File: config.mk
export PLATFORM = sky130hd
export DESIGN_NAME = tppwm_top
export DESIGN_NICKNAME = d
export VERILOG_FILES = /design/src/logic/tppwm_pkg.sv /design/src/logic/tppwm_top.sv /design/src/logic/tppwm_mcdiv.sv
export VERILOG_INCLUDE_DIRS = /design/src /design/src/logic
export SDC_FILE = /design/constraint.sdc
export NUM_CORES = 1
export LEC_CHECK = 0
export BUFFER_PORTS_ARGS = -buffer_cell sky130_fd_sc_hd__buf_2
export CAP_MARGIN = 15
export CORE_ASPECT_RATIO = 0.6
export CORE_MARGIN = 2
export CORE_UTILIZATION = 49
export DETAILED_ROUTE_END_ITERATION = 7
export PLACE_DENSITY = 0.78
export SLEW_MARGIN = 0
export SYNTH_ARGS = -nofsm -noshare
export SYNTH_HDL_FRONTEND = slang
export SYNTH_SLANG_ARGS = --single-unit
File: constraint.sdc
create_clock -name CLOCK -period 2.22 [get_ports CLOCK]
set_clock_uncertainty 0.2 [all_clocks]
set_input_delay 0.111 -clock CLOCK [delete_from_list [all_inputs] [get_ports CLOCK]]
set_output_delay 0.111 -clock CLOCK [all_outputs]
set_load 0.01 [all_outputs]
File: src/logic/tppwm_params.svh
`ifndef TPPWM_PARAMS_SVH
`define TPPWM_PARAMS_SVH

// oscillator clocks per machine cycle, single-speed mode
`define TPPWM_MC_DIV        4'd12
`define TPPWM_MC_LAST       4'd11
`define TPPWM_MC_ZERO       4'd0

// special function address of the power control register
`define TPPWM_PWRCTL_ADDR   8'h87
// modulation enable bit position in that register
`define TPPWM_PWRCTL_EN_BIT 5

// counter limits
`define TPPWM_CNT_MAX       8'hff
`define TPPWM_CNT_ZERO      8'h00
`define TPPWM_CNT_ONE       8'h01

// timer mode codes
`define TPPWM_MODE_RELOAD   2'h2

`endif

File: src/logic/tppwm_pkg.sv
package tppwm_pkg;

    typedef logic [7:0] tppwm_byte_t;
    typedef logic [1:0] tppwm_mode_t;

    typedef enum logic {
        TPPWM_WAVE_LOW,
        TPPWM_WAVE_HIGH
    } tppwm_wave_t;

endpackage

File: src/logic/tppwm_top.sv
// Behaviour
// - With modulation enabled the two timers form one 8-bit modulator whose waveform drives the timer 1 pin.
// - While enabled, timer 0 is forced into 8-bit auto-reload mode whatever software chose.
// - The prescale reload value sets the division, from none at FFh to 256 at 00h.
// - The prescale counter advances once per machine cycle of twelve clocks.
// - On overflow the prescale counter reloads, so it overflows every 256 minus reload machine cycles.
// - The period counter steps by one on each prescale overflow and never otherwise.
// - The period counter always runs 00h to FFh and wraps; the compare value is never loaded into it.
// - The FFh to 00h wrap of the period counter drives the waveform high, unless the new compare value is 00h.
// - A match of the period counter with the active compare value drives the waveform low.
// - Compare writes sit in a buffer and, while modulating, reach the comparison only at the next wrap.
// - Reading the compare register returns the latest written value at once.
// - The enable is bit 5 of the power control register at address 87H, cleared by reset.
`timescale 1ns/10ps
`default_nettype none
`include "tppwm_params.svh"

module tppwm_top (
    // clock and reset
    input  wire logic                  CLOCK,
    input  wire logic                  RST_N,
    // special function register write port from the core
    input  wire logic                  SFR_WR,
    input  wire tppwm_pkg::tppwm_byte_t SFR_ADDR,
    input  wire tppwm_pkg::tppwm_byte_t SFR_WDATA,
    // prescale reload value held by the core
    input  wire tppwm_pkg::tppwm_byte_t PRESCALE_RELOAD_VALUE,
    // pulse width compare register access
    input  wire logic                  COMPARE_WR,
    input  wire tppwm_pkg::tppwm_byte_t COMPARE_WDATA,
    output var  tppwm_pkg::tppwm_byte_t COMPARE_RDATA,
    // software selected timer modes
    input  wire tppwm_pkg::tppwm_mode_t T0_SW_MODE,
    input  wire tppwm_pkg::tppwm_mode_t T1_SW_MODE,
    // effective timer modes and status
    output var  tppwm_pkg::tppwm_mode_t T0_MODE,
    output var  tppwm_pkg::tppwm_mode_t T1_MODE,
    output var  logic                  MODULATION_ENABLE_BIT,
    output var  tppwm_pkg::tppwm_byte_t PRESCALE_COUNTER,
    output var  tppwm_pkg::tppwm_byte_t PERIOD_COUNTER,
    // waveform output pin
    output var  logic                  WAVEFORM_OUTPUT_PIN,
    output var  logic                  WAVEFORM_OUTPUT_PIN_OE_N
);

    import tppwm_pkg::*;

    logic        mc_tick;
    logic        overflow;
    logic        wrap;
    tppwm_byte_t compare_active;
    tppwm_byte_t next_period;
    tppwm_byte_t next_compare;
    tppwm_wave_t wave;

    function automatic logic at_max(input tppwm_byte_t v);
        at_max = (v == `TPPWM_CNT_MAX);
    endfunction

    // power control register, only the enable bit lives here
    always_ff @(posedge CLOCK) begin
        if (!RST_N) begin
            MODULATION_ENABLE_BIT <= 1'b0;
        end else if (SFR_WR && SFR_ADDR == `TPPWM_PWRCTL_ADDR) begin
            MODULATION_ENABLE_BIT <= SFR_WDATA[`TPPWM_PWRCTL_EN_BIT];
        end
    end

    tppwm_mcdiv u_mcdiv (
        .CLOCK (CLOCK),
        .RST_N (RST_N),
        .run   (MODULATION_ENABLE_BIT),
        .tick  (mc_tick)
    );

    assign overflow = mc_tick && at_max(PRESCALE_COUNTER);
    assign wrap     = overflow && at_max(PERIOD_COUNTER);

    // timer 0 mode forced while modulating, software choice otherwise; timer 1 always software choice
    always_ff @(posedge CLOCK) begin
        if (!RST_N) begin
            T0_MODE <= T0_SW_MODE;
            T1_MODE <= T1_SW_MODE;
        end else if (MODULATION_ENABLE_BIT) begin
            T0_MODE <= `TPPWM_MODE_RELOAD;
            T1_MODE <= T1_SW_MODE;
        end else begin
            T0_MODE <= T0_SW_MODE;
            T1_MODE <= T1_SW_MODE;
        end
    end

    // prescaler, loaded from the reload value while idle so the first
    // period after enabling is already the programmed length
    always_ff @(posedge CLOCK) begin
        if (!RST_N) begin
            PRESCALE_COUNTER <= `TPPWM_CNT_ZERO;
        end else if (!MODULATION_ENABLE_BIT) begin
            PRESCALE_COUNTER <= PRESCALE_RELOAD_VALUE;
        end else if (overflow) begin
            PRESCALE_COUNTER <= PRESCALE_RELOAD_VALUE;
        end else if (mc_tick) begin
            PRESCALE_COUNTER <= PRESCALE_COUNTER + `TPPWM_CNT_ONE;
        end
    end

    // period counter, natural 8-bit wrap, never loaded from compare
    always_comb begin
        next_period = PERIOD_COUNTER + `TPPWM_CNT_ONE;
    end

    always_ff @(posedge CLOCK) begin
        if (!RST_N || !MODULATION_ENABLE_BIT) begin
            PERIOD_COUNTER <= `TPPWM_CNT_ZERO;
        end else if (overflow) begin
            PERIOD_COUNTER <= next_period;
        end
    end

    // compare buffer; readback shows the buffer, not the active copy
    always_ff @(posedge CLOCK) begin
        if (!RST_N) begin
            COMPARE_RDATA <= `TPPWM_CNT_ZERO;
        end else if (COMPARE_WR) begin
            COMPARE_RDATA <= COMPARE_WDATA;
        end
    end

    // a write in the wrap cycle itself is taken straight into the new period
    always_comb begin
        next_compare = COMPARE_WR ? COMPARE_WDATA : COMPARE_RDATA;
    end

    // active copy follows the buffer while idle and moves only at the wrap while modulating, to avoid mid-period glitches
    always_ff @(posedge CLOCK) begin
        if (!RST_N) begin
            compare_active <= `TPPWM_CNT_ZERO;
        end else if (!MODULATION_ENABLE_BIT || wrap) begin
            compare_active <= next_compare;
        end
    end

    // waveform: high at wrap, low on match; zero width stays low
    always_ff @(posedge CLOCK) begin
        if (!RST_N || !MODULATION_ENABLE_BIT) begin
            wave <= TPPWM_WAVE_LOW;
        end else if (wrap) begin
            if (next_compare == `TPPWM_CNT_ZERO) begin
                wave <= TPPWM_WAVE_LOW;
            end else begin
                wave <= TPPWM_WAVE_HIGH;
            end
        end else if (overflow && next_period == compare_active) begin
            wave <= TPPWM_WAVE_LOW;
        end
    end

    assign WAVEFORM_OUTPUT_PIN = (wave == TPPWM_WAVE_HIGH);

    // pin released when not modulating
    always_ff @(posedge CLOCK) begin
        if (!RST_N) begin
            WAVEFORM_OUTPUT_PIN_OE_N <= 1'b1;
        end else begin
            WAVEFORM_OUTPUT_PIN_OE_N <= !MODULATION_ENABLE_BIT;
        end
    end

endmodule

`default_nettype wire

File: src/logic/tppwm_mcdiv.sv
`timescale 1ns/10ps
`default_nettype none
`include "tppwm_params.svh"

module tppwm_mcdiv (
    // clock and reset
    input  wire logic CLOCK,
    input  wire logic RST_N,
    // control
    input  wire logic run,
    // machine cycle enable
    output var  logic tick
);

    logic [3:0] phase;

    // counter held at zero while idle so the first tick is a full cycle late
    always_ff @(posedge CLOCK) begin
        if (!RST_N || !run) begin
            phase <= `TPPWM_MC_ZERO;
        end else if (phase == `TPPWM_MC_LAST) begin
            phase <= `TPPWM_MC_ZERO;
        end else begin
            phase <= phase + 4'd1;
        end
    end

    always_ff @(posedge CLOCK) begin
        if (!RST_N) begin
            tick <= 1'b0;
        end else begin
            tick <= run && (phase == `TPPWM_MC_LAST);
        end
    end

endmodule

`default_nettype wire

==> impl_metrics.yaml <==
min_path:
  hp-class: "primary input to register"
  hold_path_depth: 3
setup_path:
  worstPathArrival_ps: 2080
  crit_cells: 6
  slowest_delay_ps: 420
  cp-end-kind: "register"
  worstPathRequired_ps: 2240
  critPathKind: "register to register"
  start_kind: "register"
  worstPathMaxFanout: 10
  worst_r2r_path_depth: 6
  path_cells: "ha_1 > and4_1 > and3_1 > a41o_1 > nor2_2 > a211oi_2"
  path_buf_inv: 0
  path_delay_family: "compound AO/OA/AOI/OAI gates"
  critical-path-slowest-cell: "a41o_1"
global_routing:
  overflow: 0
  grt_pass1_wl_um: 8060
  grt_usage: 0.226
  first_global_vias: 1763
  grt_max_degree: 16
  antenna_found_initial: 0
cells_and_area:
  multiInputGateArea_um2: 1090
  regArea_um2: 881
  antenna_cells: 0
  fin_nets: 371
  postLayoutCoreUtil: 0.680
  final_layout_size_suffix_gt1_frac: 0.277
  num-fill-cells: 343
  syn_to_final_growth_pct: 34.2
timing:
  setup_tns_ps: 0
  slew_headroom: 0.710
  rsz0062_at_grt: "no"
  period_minus_slack_ps: 2060
  period_share: 0.928
  finalMaxSlewViolations: 0
  max_clock_freq_ghz: 0.485
  tightest_slew_ps: 435
  hold_slack_ps: 104
  setup_viol: 0
  hold_viol_final: 0
floorplan:
  die_h_um: 54.3
  start_util: 0.506
  rows: 18
  die_area_um2: 4770
  die_w_um: 87.8
  ios: 71
  core_area_um2: 4080
placed_design:
  place.gp.congestion: 0.846
  port-buffer-count: 63
  hpwl_um: 3590
power:
  static-leakage-power_nw: 1.21
  power_per_cell_area_nw_per_um2: 548
  vdd_ir_drop_max_mv: 0.344
synthesis:
  synth-seq-cells: 44
  ys_types: 46
  async_flop_share: 0
  syn_area_um2: 2060
  ys_warn_count: 0
  synthCells: 239
  synth_fp_nets: 282
  synth-main-ff-cell: "dfxtp_1"
  ys_seq_area_frac: 0.427
  synth_edf_count: 0
  syn_area_per_cell_um2: 8.64
run_status:
  status: "completed"
drt:
  drt-vias-per-instance: 5.19
  wl_met1_um: 2610
  remaining_drc_errors: 0
  highest_layer: "met4"
  met2_length_um: 2090
  drtIter0Drc: 111
  post_drt_wl_per_cell_um: 13.2
  wl_um: 5120
  ant_nets: 0
  vias: 2020
  met3_length_um: 332
  drt_first_pass_iters: 4
cts:
  numCtsBuffers: 5
  root_buffer: "clkbuf_8"
  cts_buffer_depth: 2
  htreeDepth: 2
  path_clk_slew_ps: 80
  clock-sinks: 44
  cts_tree: "built"
  worst_skew_pair.late_latency_ps: 290
job:
  drv_cap: 0
-- stage by stage --
step,cells,power [W],area [µm²],setup slack [ps]
2_1_floorplan,239,0.000932,2060,253
3_3_place_gp,358,0.000995,2450,229
3_5_place_dp,358,0.000999,2450,194
4_1_cts,389,0.00153,2770,171
5_1_grt,389,0.00159,2770,15.9
6_report,389,0.00152,2770,160
-- cell usage in the layout (no fill, tap or decap), types with 3 or more instances in the layout --
master	Yosys	routed
nand4_1	5	5
buf_2	2	63
mux2_2	6	6
dfxtp_1	44	44
mux2i_1	5	5
clkbuf_8	0	6
and3_1	4	4
xnor2_1	15	15
nand3_1	5	5
buf_4	0	7
ha_1	3	3
nor3_1	4	4
nor4_1	5	5
nand2_1	29	29
inv_1	9	9
nor2_2	3	4
o21ai_0	6	6
nor2_1	29	28
a21oi_1	17	17
xor2_1	6	6
dlygate4sd3_1	0	23
-- cells by family (layout without fill, tap and decap cells) --
logic type | after synthesis | after routing | share of synthesized area
buf+inv | 20 | 110 | 0.0454
mux | 11 | 11 | 0.0570
flops | 44 | 44 | 0.427
compound gates | 41 | 41 | 0.129
xor+xnor | 21 | 21 | 0.0891
fa+ha+maj | 3 | 3 | 0.0182
simple gates | 99 | 99 | 0.235
-- final timing paths --
path	from	to	slack, ps
setup / recovery	PRESCALE_COUNTER[0]	compare_active[6]	160
hold / removal	COMPARE_WR	COMPARE_RDATA[6]	100
setup reg to reg	PRESCALE_COUNTER[0]	compare_active[6]	160
hold reg to reg	u_mcdiv.phase[0]	u_mcdiv.phase[0]	240
-- cells in the mapped netlist, types with 4 or more instances --
cell type | instances | area [µm²]
clkbuf_1 | 5 | 18.8
dfxtp_1 | 44 | 881
and3_1 | 4 | 25.0
nand3_1 | 5 | 25.0
mux2_2 | 6 | 67.6
inv_1 | 9 | 33.8
mux2i_1 | 5 | 50.1
nand2_1 | 29 | 109
xnor2_1 | 15 | 131
o21ai_0 | 6 | 30.0
xor2_1 | 6 | 52.6
nor2_1 | 29 | 109
nand4_1 | 5 | 31.3
nor4_1 | 5 | 31.3
nor3_1 | 4 | 20.0
a21oi_1 | 17 | 85.1
-- per-layer routing --
metal  vias to the layer above  track usage
met3                        12       0.0513
met4                         0       0.0795
met5                         -            0
li1                       1007            -
met2                        80        0.337
met1                       921        0.325
-- report_power, final --
group	total, W	internal, W	switching (W)	leakage, nW
Clock	0.000505	0.000254	0.000251	0.0455
Sequential	0.000845	0.000818	0.0000270	0.361
Combinational	0.000169	0.0000971	0.0000723	0.802
Total	0.00152	0.00117	0.000350	1.21
-- registers in the layout, summed over array words and instances (netlist names), 2 cells and up --
| signal | flops |
|---|---|
| compare_active | 8 |
| PRESCALE_COUNTER | 8 |
| T0_MODE | 2 |
| COMPARE_RDATA | 8 |
| u_mcdiv.phase | 4 |
| T1_MODE | 2 |
| PERIOD_COUNTER | 8 |
-- cell type report --
| type | count | area share |
|---|---|---|
| clock buffer | 8 | 0.0325 |
| timing repair buffer | 93 | 0.216 |
| tap | 60 | 0.0271 |
| inverter | 9 | 0.0122 |
| multi-input combinational | 175 | 0.394 |
| sequential | 44 | 0.318 |
-- worst min-delay path, cell delays in order --
cell,delay (ps)
buf_2,170
mux2i_1,180
nor2_1,90
-- what timing repair did --
item                                    CTS  global route
resized for setup                         0             1
hold endpoints to repair                 21             0
endpoints found under the setup margin    0             1
hold buffers                             23             0
buffers inserted                          0             0
(Power assumes the default switching activity.)
